`config.mk`:
```
export PLATFORM = sky130hd
export DESIGN_NAME = nmx_exception
export DESIGN_NICKNAME = d
export VERILOG_FILES = /design/src/hw/nmx_pkg.sv /design/src/hw/nmx_exception.sv
export SDC_FILE = /design/constraint.sdc
export NUM_CORES = 1
export LEC_CHECK = 0
export BUFFER_PORTS_ARGS = -buffer_cell sky130_fd_sc_hd__buf_2
export CAP_MARGIN = 20
export CORE_MARGIN = 5
export CORE_UTILIZATION = 54
export DETAILED_ROUTE_END_ITERATION = 8
export PLACE_DENSITY = 0.94
export SLEW_MARGIN = 20
export SYNTH_ARGS = -nofsm -noshare
export SYNTH_HDL_FRONTEND = slang
export SYNTH_SLANG_ARGS = --single-unit
```
`constraint.sdc`:
```
create_clock -name aclk -period 6.1 [get_ports aclk]
set_input_delay 1.22 -clock aclk [delete_from_list [all_inputs] [get_ports aclk]]
set_output_delay 1.22 -clock aclk [all_outputs]
set_load 0.02 [all_outputs]
```
`src/hw/nmx_pkg.sv`:
```
// nonmaskable exception logic: shared constants and types
// assumes a single 25 MHz bus clock and an AXI4-Lite register port
package nmx_pkg;
  // ------------------------------------------------------------
  // register map (byte addresses)
  // ------------------------------------------------------------
  localparam logic [3:0] NMX_OFS_CTRL = 4'h0;
  localparam logic [3:0] NMX_OFS_STATUS = 4'h4;
  localparam logic [3:0] NMX_OFS_LOCAL_EN = 4'h8;
  // ------------------------------------------------------------
  // fields and reset values
  // ------------------------------------------------------------
  localparam int NMX_CCR_X_BIT = 6;
  localparam int NMX_NUM_SRC = 20;
  localparam int NMX_PSEL_W = 4;
  localparam logic [3:0] NMX_PSEL_RST = 4'h5;
  localparam logic [3:0] NMX_PSEL_RESERVED = 4'h5;
  localparam logic [4:0] NMX_SRC_IRQ_PIN = 5'h06;
  localparam logic [19:0] NMX_LOCAL_EN_RST = 20'h00000;
  localparam logic [7:0] NMX_OP_PROBE = 8'h00;
  localparam logic [1:0] NMX_PAGE_BASE = 2'h0;
  localparam logic [3:0] NMX_LAST_PUSH = 4'h8;
  localparam int NMX_ST_X = 0;
  localparam int NMX_ST_STOPPED = 1;
  localparam int NMX_ST_BUSY = 2;
  localparam int NMX_ST_MPEND = 3;
  localparam int NMX_ST_PIN = 4;
  localparam int NMX_ST_SRC_LSB = 8;
  // ------------------------------------------------------------
  // axi responses
  // ------------------------------------------------------------
  localparam logic [1:0] NMX_RESP_OKAY = 2'h0;
  localparam logic [1:0] NMX_RESP_DECERR = 2'h3;
  // ------------------------------------------------------------
  // types
  // ------------------------------------------------------------
  typedef enum logic [1:0] {
    NMX_EXC_NONMASK,
    NMX_EXC_ILLEGAL,
    NMX_EXC_TRAP,
    NMX_EXC_MASKABLE
  } nmx_exc_t;
  // push order: pc lo, pc hi, y lo, y hi, x lo, x hi, acc a, acc b, ccr
  typedef enum logic [3:0] {
    NMX_PUSH_PCL, NMX_PUSH_PCH, NMX_PUSH_IYL, NMX_PUSH_IYH, NMX_PUSH_IXL,
    NMX_PUSH_IXH, NMX_PUSH_ACCA, NMX_PUSH_ACCB, NMX_PUSH_CCR
  } nmx_push_t;
endpackage

```
`src/hw/nmx_exception.sv`:
```
// nonmaskable exception logic: mask flag, stop wake-up, illegal opcode trap,
// software trap sequencing, maskable resolution and register stacking
// assumes a cpu sequencer on the same clock that reports boundaries,
// fetches and condition code writes, and pushes bytes on request
//
// What this block does
// - only software clears the mask flag
// - hardware sets flag on reset or pin recognition
// - flag is set after any reset
// - stacked condition codes keep flag clear, then set
// - flag is a set-reset element, bit 6 clears
// - writing a one leaves the flag unchanged
// - stop mode exits on reset or either pin
// - flag clear: pin wake goes to service
// - flag set: pin wake continues after stop
// - undefined opcode requests the illegal-opcode vector
// - detection covers all four opcode map pages
// - illegal trap stacks the offending opcode address
// - probe opcode legal only in special modes
// - trap waits for no pending; blocks until vector
// - trap stacks, sets global mask, never masked
// - twenty sources gated by global mask, all but the irq pin source by local enables
// - fixed priority with one promoted source
// - promotion field written only under global mask
// - push nine bytes in fixed order
//
// The AXI4-Lite interface to the registers and the register offsets were chosen for this implementation.
`timescale 1ns/1ps
`default_nettype none
module nmx_exception import nmx_pkg::*; (
  // clock and reset
  input wire logic aclk,
  input wire logic aresetn,
  // axi4-lite write address
  input wire logic awvalid,
  output logic awready,
  input wire logic [31:0] awaddr,
  input wire logic [2:0] awprot,
  // axi4-lite write data
  input wire logic wvalid,
  output logic wready,
  input wire logic [31:0] wdata,
  input wire logic [3:0] wstrb,
  // axi4-lite write response
  output logic bvalid,
  input wire logic bready,
  output logic [1:0] bresp,
  // axi4-lite read
  input wire logic arvalid,
  output logic arready,
  input wire logic [31:0] araddr,
  input wire logic [2:0] arprot,
  output logic rvalid,
  input wire logic rready,
  output logic [31:0] rdata,
  output logic [1:0] rresp,
  // device pins
  input wire logic nonmaskable_request_pin_n,
  input wire logic irq_pin_n,
  // cpu sequencer status
  input wire logic special_mode,
  input wire logic global_mask,
  input wire logic insn_boundary,
  input wire logic stop_exec,
  input wire logic [19:0] src_req,
  // opcode fetch
  input wire logic op_fetch,
  input wire logic [1:0] op_page,
  input wire logic [7:0] op_code,
  input wire logic op_implemented,
  input wire logic [15:0] op_addr,
  // condition code writes (transfer or exception return)
  input wire logic ccr_write,
  input wire logic [7:0] ccr_wdata,
  // software trap
  input wire logic software_trap_op_start,
  input wire logic vector_fetched,
  output logic trap_fetch_ok,
  // exception entry and stacking
  output logic exc_take,
  output nmx_exc_t exc_kind,
  output logic [15:0] exc_return_addr,
  output logic [4:0] exc_src,
  output logic push_valid,
  input wire logic push_ready,
  output nmx_push_t push_sel,
  output logic push_ccr_x,
  output logic set_global_mask,
  output logic vector_req,
  // stop control
  output logic clk_run,
  output logic resume_pulse,
  output logic mask_flag
);
  // ------------------------------------------------------------
  // functions
  // ------------------------------------------------------------
  function automatic logic axi_hit(input logic [31:0] a, input logic [3:0] ofs);
    axi_hit = (a[31:4] == 28'h0000000) && (a[3:0] == ofs);
  endfunction
  function automatic logic [4:0] pick_src(input logic [19:0] v);
    pick_src = 5'h00;
    for (int i = NMX_NUM_SRC - 1; i >= 0; i--) begin
      if (v[i]) begin
        pick_src = 5'(i);
      end
    end
  endfunction
  // ------------------------------------------------------------
  // state
  // ------------------------------------------------------------
  typedef enum {NMX_RUN, NMX_STOP, NMX_STACK, NMX_VEC} nmx_state_t;
  nmx_state_t state;
  logic [2:0] nm_sync;
  logic [2:0] irq_sync;
  logic nm_low;
  logic irq_low;
  logic [3:0] psel;
  logic [19:0] local_en;
  logic illegal_pend;
  logic [15:0] illegal_addr;
  logic [3:0] push_idx;
  logic aw_got;
  logic w_got;
  logic [31:0] aw_addr_q;
  logic [31:0] w_data_q;
  // ------------------------------------------------------------
  // pin synchronisers: a change counts once stages 2 and 3 agree
  // ------------------------------------------------------------
  always_ff @(posedge aclk) begin
    if (!aresetn) begin
      nm_sync <= 3'h7;
      irq_sync <= 3'h7;
      nm_low <= 1'b0;
      irq_low <= 1'b0;
    end else begin
      nm_sync <= {nm_sync[1:0], nonmaskable_request_pin_n};
      irq_sync <= {irq_sync[1:0], irq_pin_n};
      if (nm_sync[1] == nm_sync[2]) nm_low <= !nm_sync[2];
      if (irq_sync[1] == irq_sync[2]) irq_low <= !irq_sync[2];
    end
  end
  // ------------------------------------------------------------
  // decode
  // ------------------------------------------------------------
  wire logic probe_op = (op_page == NMX_PAGE_BASE) && (op_code == NMX_OP_PROBE);
  wire logic op_illegal = probe_op ? !special_mode : !op_implemented;
  wire logic nm_req = nm_low && !mask_flag;
  wire logic [19:0] gated = global_mask ? 20'h00000 :
                            (src_req & (local_en | (20'h00001 << NMX_SRC_IRQ_PIN)));
  wire logic [4:0] promo = (psel == NMX_PSEL_RESERVED) ? NMX_SRC_IRQ_PIN : {1'b0, psel};
  wire logic promo_hit = gated[promo];
  wire logic [4:0] m_src = promo_hit ? promo : pick_src(gated);
  wire logic m_req = |gated;
  wire logic at_bound = (state == NMX_RUN) && insn_boundary;
  wire logic take_ill = at_bound && illegal_pend;
  wire logic take_nm = at_bound && !illegal_pend && nm_req;
  wire logic take_m = at_bound && !illegal_pend && !nm_req && m_req;
  wire logic take_trap = (state == NMX_RUN) && software_trap_op_start && !at_bound;
  wire logic wake_svc = (state == NMX_STOP) && nm_req;
  wire logic wake_cont = (state == NMX_STOP) && !nm_req && (nm_low || irq_low);
  wire logic push_fire = push_valid && push_ready;
  wire logic last_push = push_fire && (push_idx == NMX_LAST_PUSH);
  wire logic nm_ack = last_push && (exc_kind == NMX_EXC_NONMASK);
  wire logic x_clear = ccr_write && !ccr_wdata[NMX_CCR_X_BIT];
  // ------------------------------------------------------------
  // handshake outputs
  // ------------------------------------------------------------
  assign exc_take = take_ill || take_nm || take_m || take_trap || wake_svc;
  assign push_valid = (state == NMX_STACK);
  assign push_sel = nmx_push_t'(push_idx);
  assign set_global_mask = last_push;
  assign vector_req = (state == NMX_VEC);
  assign clk_run = (state != NMX_STOP);
  assign resume_pulse = wake_cont;
  assign trap_fetch_ok = (state == NMX_RUN) && !illegal_pend && !nm_req && !m_req;
  // ------------------------------------------------------------
  // nonmaskable mask flag: set-reset, set wins
  // ------------------------------------------------------------
  always_ff @(posedge aclk) begin
    if (!aresetn) begin
      mask_flag <= 1'b1;
    end else if (nm_ack) begin
      mask_flag <= 1'b1;
    end else if (x_clear) begin
      mask_flag <= 1'b0;
    end
  end
  // ------------------------------------------------------------
  // illegal opcode capture
  // ------------------------------------------------------------
  always_ff @(posedge aclk) begin
    if (!aresetn) begin
      illegal_pend <= 1'b0;
      illegal_addr <= 16'h0000;
    end else if (op_fetch && op_illegal) begin
      illegal_pend <= 1'b1;
      illegal_addr <= op_addr;
    end else if (take_ill) begin
      illegal_pend <= 1'b0;
    end
  end
  // ------------------------------------------------------------
  // exception sequencer
  // ------------------------------------------------------------
  always_ff @(posedge aclk) begin
    if (!aresetn) begin
      state <= NMX_RUN;
      push_idx <= 4'h0;
      exc_kind <= NMX_EXC_NONMASK;
      exc_return_addr <= 16'h0000;
      exc_src <= 5'h00;
      push_ccr_x <= 1'b1;
    end else begin
      case (state)
        NMX_RUN: begin
          if (take_ill) begin
            exc_kind <= NMX_EXC_ILLEGAL;
            exc_return_addr <= illegal_addr;
          end else if (take_nm) begin
            exc_kind <= NMX_EXC_NONMASK;
          end else if (take_m) begin
            exc_kind <= NMX_EXC_MASKABLE;
            exc_src <= m_src;
          end else if (take_trap) begin
            exc_kind <= NMX_EXC_TRAP;
          end
          if (exc_take) begin
            state <= NMX_STACK;
            push_idx <= 4'h0;
            push_ccr_x <= mask_flag;
          end else if (stop_exec) begin
            state <= NMX_STOP;
          end
        end
        NMX_STOP: begin
          if (wake_svc) begin
            exc_kind <= NMX_EXC_NONMASK;
            push_ccr_x <= mask_flag;
            push_idx <= 4'h0;
            state <= NMX_STACK;
          end else if (wake_cont) begin
            state <= NMX_RUN;
          end
        end
        NMX_STACK: begin
          if (last_push) begin
            state <= NMX_VEC;
          end else if (push_fire) begin
            push_idx <= push_idx + 4'h1;
          end
        end
        NMX_VEC: begin
          if (vector_fetched) state <= NMX_RUN;
        end
        default: state <= NMX_RUN;
      endcase
    end
  end
  // ------------------------------------------------------------
  // axi4-lite slave
  // ------------------------------------------------------------
  wire logic wr_go = aw_got && w_got && !bvalid;
  wire logic wr_ctrl = axi_hit(aw_addr_q, NMX_OFS_CTRL);
  wire logic wr_en = axi_hit(aw_addr_q, NMX_OFS_LOCAL_EN);
  wire logic wr_stat = axi_hit(aw_addr_q, NMX_OFS_STATUS);
  wire logic [31:0] status_word = {4'h0, local_en & src_req, 3'h0, nm_low,
                                   m_req, (state == NMX_VEC), (state == NMX_STOP), mask_flag};
  assign awready = !aw_got && !bvalid;
  assign wready = !w_got && !bvalid;
  assign arready = !rvalid;
  always_ff @(posedge aclk) begin
    if (!aresetn) begin
      aw_got <= 1'b0;
      w_got <= 1'b0;
      aw_addr_q <= 32'h00000000;
      w_data_q <= 32'h00000000;
      bvalid <= 1'b0;
      bresp <= NMX_RESP_OKAY;
    end else begin
      if (awvalid && awready) begin
        aw_got <= 1'b1;
        aw_addr_q <= awaddr;
      end
      if (wvalid && wready) begin
        w_got <= 1'b1;
        w_data_q <= wdata & {{8{wstrb[3]}}, {8{wstrb[2]}}, {8{wstrb[1]}}, {8{wstrb[0]}}};
      end
      if (wr_go) begin
        aw_got <= 1'b0;
        w_got <= 1'b0;
        bvalid <= 1'b1;
        bresp <= (wr_ctrl || wr_en || wr_stat) ? NMX_RESP_OKAY : NMX_RESP_DECERR;
      end else if (bvalid && bready) begin
        bvalid <= 1'b0;
      end
    end
  end
  always_ff @(posedge aclk) begin
    if (!aresetn) begin
      psel <= NMX_PSEL_RST;
      local_en <= NMX_LOCAL_EN_RST;
    end else if (wr_go) begin
      if (wr_ctrl && global_mask) psel <= w_data_q[NMX_PSEL_W-1:0];
      if (wr_en) local_en <= w_data_q[NMX_NUM_SRC-1:0];
    end
  end
  always_ff @(posedge aclk) begin
    if (!aresetn) begin
      rvalid <= 1'b0;
      rdata <= 32'h00000000;
      rresp <= NMX_RESP_OKAY;
    end else if (arvalid && arready) begin
      rvalid <= 1'b1;
      rresp <= NMX_RESP_OKAY;
      if (axi_hit(araddr, NMX_OFS_CTRL)) rdata <= {28'h0000000, psel};
      else if (axi_hit(araddr, NMX_OFS_STATUS)) rdata <= status_word;
      else if (axi_hit(araddr, NMX_OFS_LOCAL_EN)) rdata <= {12'h000, local_en};
      else begin
        rdata <= 32'h00000000;
        rresp <= NMX_RESP_DECERR;
      end
    end else if (rvalid && rready) begin
      rvalid <= 1'b0;
    end
  end
endmodule // nmx_exception
`default_nettype wire

```
==> results.sh <==
export IMPL_run_status="complete, no violations"
export IMPL_fin_crit_sh_pct=73.5
export IMPL_hpwl_um=15200
export IMPL_synth_edf_count=0
export IMPL_wire_per_inst_um=16.0
export IMPL_worstSetupEndpointType="output port"
export IMPL_skew_ns=0.00644
export IMPL_clkPwrFrac_pct=41.4
export IMPL_antenna_cells=0
export IMPL_grt_pass1_wl_um=31600
export IMPL_regArea_sq_um=3320
export IMPL_hold_ws_ns=0.412
export IMPL_pwr_share_comb_pct=11.1
export IMPL_pwr_share_seq_pct=47.5
export IMPL_synth_ff_type="dfxtp_1"
export IMPL_port_buffers=225
export IMPL_n_fill_cell=1142
export IMPL_async_reset_ff_share_pct=0
export IMPL_power_density_nw_per_um2=263
export IMPL_netlist_instances=866
export IMPL_max_vdd_ir_drop_uv=179
export IMPL_switching_share_pct=24.6
export IMPL_drt_iter0_drc=609
export IMPL_crit_arrival_ns=3.26
export IMPL_clock_latency_ns=0.41
export IMPL_rsz0062_at_grt="no"
export IMPL_clkSlewWorstSetupHoldPaths_ns=0.06
export IMPL_crit_family="compound AO/OA/AOI/OAI gates"
export IMPL_post_route_min_period_ns=4.48
export IMPL_netlist_area_sq_um=7530
export IMPL_initial_core_util_pct=54.7
export IMPL_place_ws_ns=1.67
export IMPL_drc=0
export IMPL_holdBufCountCts=0
export IMPL_hold_viol=0
export IMPL_critical_path_class="in2out"
export IMPL_cp_cell_sequence="buf_2, a41oi_1, nor3_4, a2111oi_4, o21bai_1, buf_2"
export IMPL_antenna_found_initial=0
export IMPL_drive_gt1_share_pct=25.3
export IMPL_syn_avg_cell_area_sq_um=8.69
export IMPL_hold_path_class="reg2reg"
export IMPL_setup_violations=0
export IMPL_yosysSeqAreaShare_pct=44.1
export IMPL_start_kind="input pin"
export IMPL_multi_input_area_sq_um=3910
export IMPL_ant_nets=0
export IMPL_io_pins=256
export IMPL_cp_data_required_time_ns=4.88
export IMPL_grt_max_degree=89
export IMPL_cts_sinks=166
export IMPL_cts_inserted_buffers=17
export IMPL_slew_headroom_pct=30.8
export IMPL_ys_types=67
export IMPL_grt_total_usage_pct=23.6
export IMPL_coreArea_sq_um=13800
export IMPL_root_buffer="clkbuf_16"
export IMPL_routabilityCongestion=0.996
export IMPL_p_int_mw=1.83
export IMPL_cap_viol_max_count=0
export IMPL_die_w_um=128
export IMPL_fin_tns_setup_ns=0
export IMPL_viasPerCell=5.55
export IMPL_slowest_stage="a41oi_1"
export IMPL_via_count=6956
export IMPL_grt_pass1_vias=6518
export IMPL_cts_resized_gates=0
export IMPL_nNetsFinal=1241
export IMPL_die_area_sq_um=16400
export IMPL_die_h_um=128
export IMPL_tightest_slew_ns=1.04
export IMPL_drtPass1Iterations=8
export IMPL_synthToLayoutAreaGrowth_pct=22.5
export IMPL_p_leak_nw=3.75
export IMPL_slew_viol_final=0
export IMPL_cts_tree="done"
export IMPL_setup_ws_ns=1.62
export IMPL_grt_overflow_total=0
export IMPL_path_buf_inv=2
export IMPL_fmax_mhz=223
export IMPL_cp_common_cell="buf_2"
export IMPL_post_cts_setup_buffers=0
export IMPL_synth_seq_cells=166
export IMPL_crit_fanout=29
export IMPL_wl_um=20100
export IMPL_yosysWarnings=0
export IMPL_htree_levels=4
export IMPL_cts_buffer_depth=2
export IMPL_placementRows=43
export IMPL_slowest_delay_ns=0.59
export IMPL_p_switching_uw=596
[metrics by stage]
step	instances	util (%)	power, mW	cell area [sq um]
floorplan	869	-	1.34	7540
global placement	1220	62.9	1.44	8660
detailed placement	1221	62.9	1.44	8670
CTS	1253	67.0	2.45	9220
global route	1253	67.0	2.53	9220
finish	1253	67.0	2.42	9220
[synth_stat cells (all sizes together) (2+ instances only)]
cell / instances / area share [%]
o31ai: 3 / 0.30
a22oi: 24 / 2.4
nand3b: 4 / 0.40
a21o: 3 / 0.30
a41oi: 3 / 0.55
a32oi: 10 / 1.2
mux2: 2 / 0.30
a2111oi: 3 / 0.85
nor2b: 63 / 5.3
buf: 19 / 1.5
a31oi: 4 / 0.33
inv: 15 / 0.75
nand3: 35 / 2.3
a211o: 2 / 0.23
nor2: 31 / 1.6
o211ai: 5 / 0.50
nor3b: 8 / 0.80
a22o: 2 / 0.23
o311ai: 3 / 0.45
nand2: 169 / 8.4
o21ai: 26 / 1.7
nand4: 5 / 0.42
o31a: 2 / 0.23
o221ai: 2 / 0.23
o311a: 2 / 0.28
a32o: 3 / 0.40
ha: 2 / 0.33
mux2i: 47 / 6.2
o22ai: 5 / 0.42
xnor2: 3 / 0.35
and4: 2 / 0.23
o21a: 5 / 0.50
clkbuf: 37 / 1.8
and3: 4 / 0.33
nor3: 8 / 0.68
and2: 5 / 0.45
nand2b: 10 / 0.83
nor4: 16 / 1.3
a211oi: 3 / 0.30
a21boi: 76 / 7.6
a41o: 2 / 0.28
a21oi: 17 / 1.1
dfxtp: 166 / 44
[final cells by class]
type / count / area share (%)
Clock buffer: 24 / 5.22
Multi-Input combinational cell: 632 / 42.4
Timing Repair Buffer: 228 / 12.5
Tap cell: 180 / 2.44
Sequential cell: 166 / 36.0
Inverter: 15 / 0.611
Clock inverter: 8 / 0.801
[worst reg2reg max path, stage by stage (launching register included)]
cell and delay, ns:
dfxtp_1 0.32, nor4_1 0.43, nand4_1 0.19, nor4_1 0.45
and2_0 0.64, buf_4 0.36, mux2i_1 0.24, nor2b_1 0.08
[registers in the layout, indices dropped and copies added (netlist names), 2 cells and up]
| name | flops |
|---|---|
| aw_addr_q | 32 |
| exc_kind | 2 |
| exc_return_addr | 16 |
| exc_src | 5 |
| illegal_addr | 16 |
| irq_sync | 3 |
| local_en | 20 |
| nm_sync | 3 |
| psel | 4 |
| push_sel | 4 |
| rdata | 28 |
| state | 2 |
| w_data_q | 20 |
[final timing paths]
kind / from / to / slack (ns) / cells past startpoint
hold / removal: irq_sync[0]$_SDFF_PN1_ / irq_sync[1]$_SDFF_PN1_ / 0.41 / 1
setup / recovery: global_mask / exc_take / 1.62 / 6
hold reg to reg: irq_sync[0]$_SDFF_PN1_ / irq_sync[1]$_SDFF_PN1_ / 0.41 / 1
setup reg to reg: aw_addr_q[26]$_SDFFE_PN0P_ / local_en[18]$_SDFFE_PN0P_ / 3.29 / 7
[kinds of logic after synthesis]
logic type	after synthesis	share of synthesized area [%]
xor+xnor	3	0.349
simple gates	364	23.5
mux	49	6.55
flops	166	44.1
compound gates	210	21.0
fa+ha+maj	2	0.332
other cells	1	0.0498
buf+inv	71	4.09
[cell usage in the layout (no fill, tap or decap), types with 4 or more instances in the layout]
master     netlist  routed
nor4_1          16      16
nor2_1          30      30
nand3b_1         4       4
mux2i_1         47      47
conb_1           1       4
nand2b_1        10      10
clkbuf_16        0      17
buf_4            7       4
nor3b_1          8       8
o21ai_0         25      25
dfxtp_1        166     166
a32oi_1         10      10
o21a_1           5       5
o22ai_1          5       5
a22oi_1         24      24
clkbuf_1        37       4
o211ai_1         5       5
inv_1           15      15
nand2_1        169     169
buf_2            6     224
clkinv_2         0       4
a21boi_0        76      76
a31oi_1          4       4
nand3_1         35      35
a21oi_1         17      17
and3_1           4       4
nor2b_1         62      62
nand4_1          5       5
nor3_1           7       7
[power by group through the flow]
stage,sequential [mW],combinational (mW),clock [mW]
after floorplan,1.17,0.169,0
after CTS,1.15,0.270,1.02
after detailed placement,1.18,0.268,0
after global placement,1.17,0.262,0
final,1.15,0.269,1.00
after global routing,1.16,0.298,1.07
[per-layer routing]
metal	wire length (um)	global-route usage, %	part of all wire [%]	up-vias
met4	414	7.87	2.1	0
met1	8200	29.4	41	3185
li1	-	-	-	3444
met3	1820	6.71	9.1	36
met5	0	0	0	-
met2	9630	39.5	48	291
No activity file was read; power rests on OpenSTA's default activity.
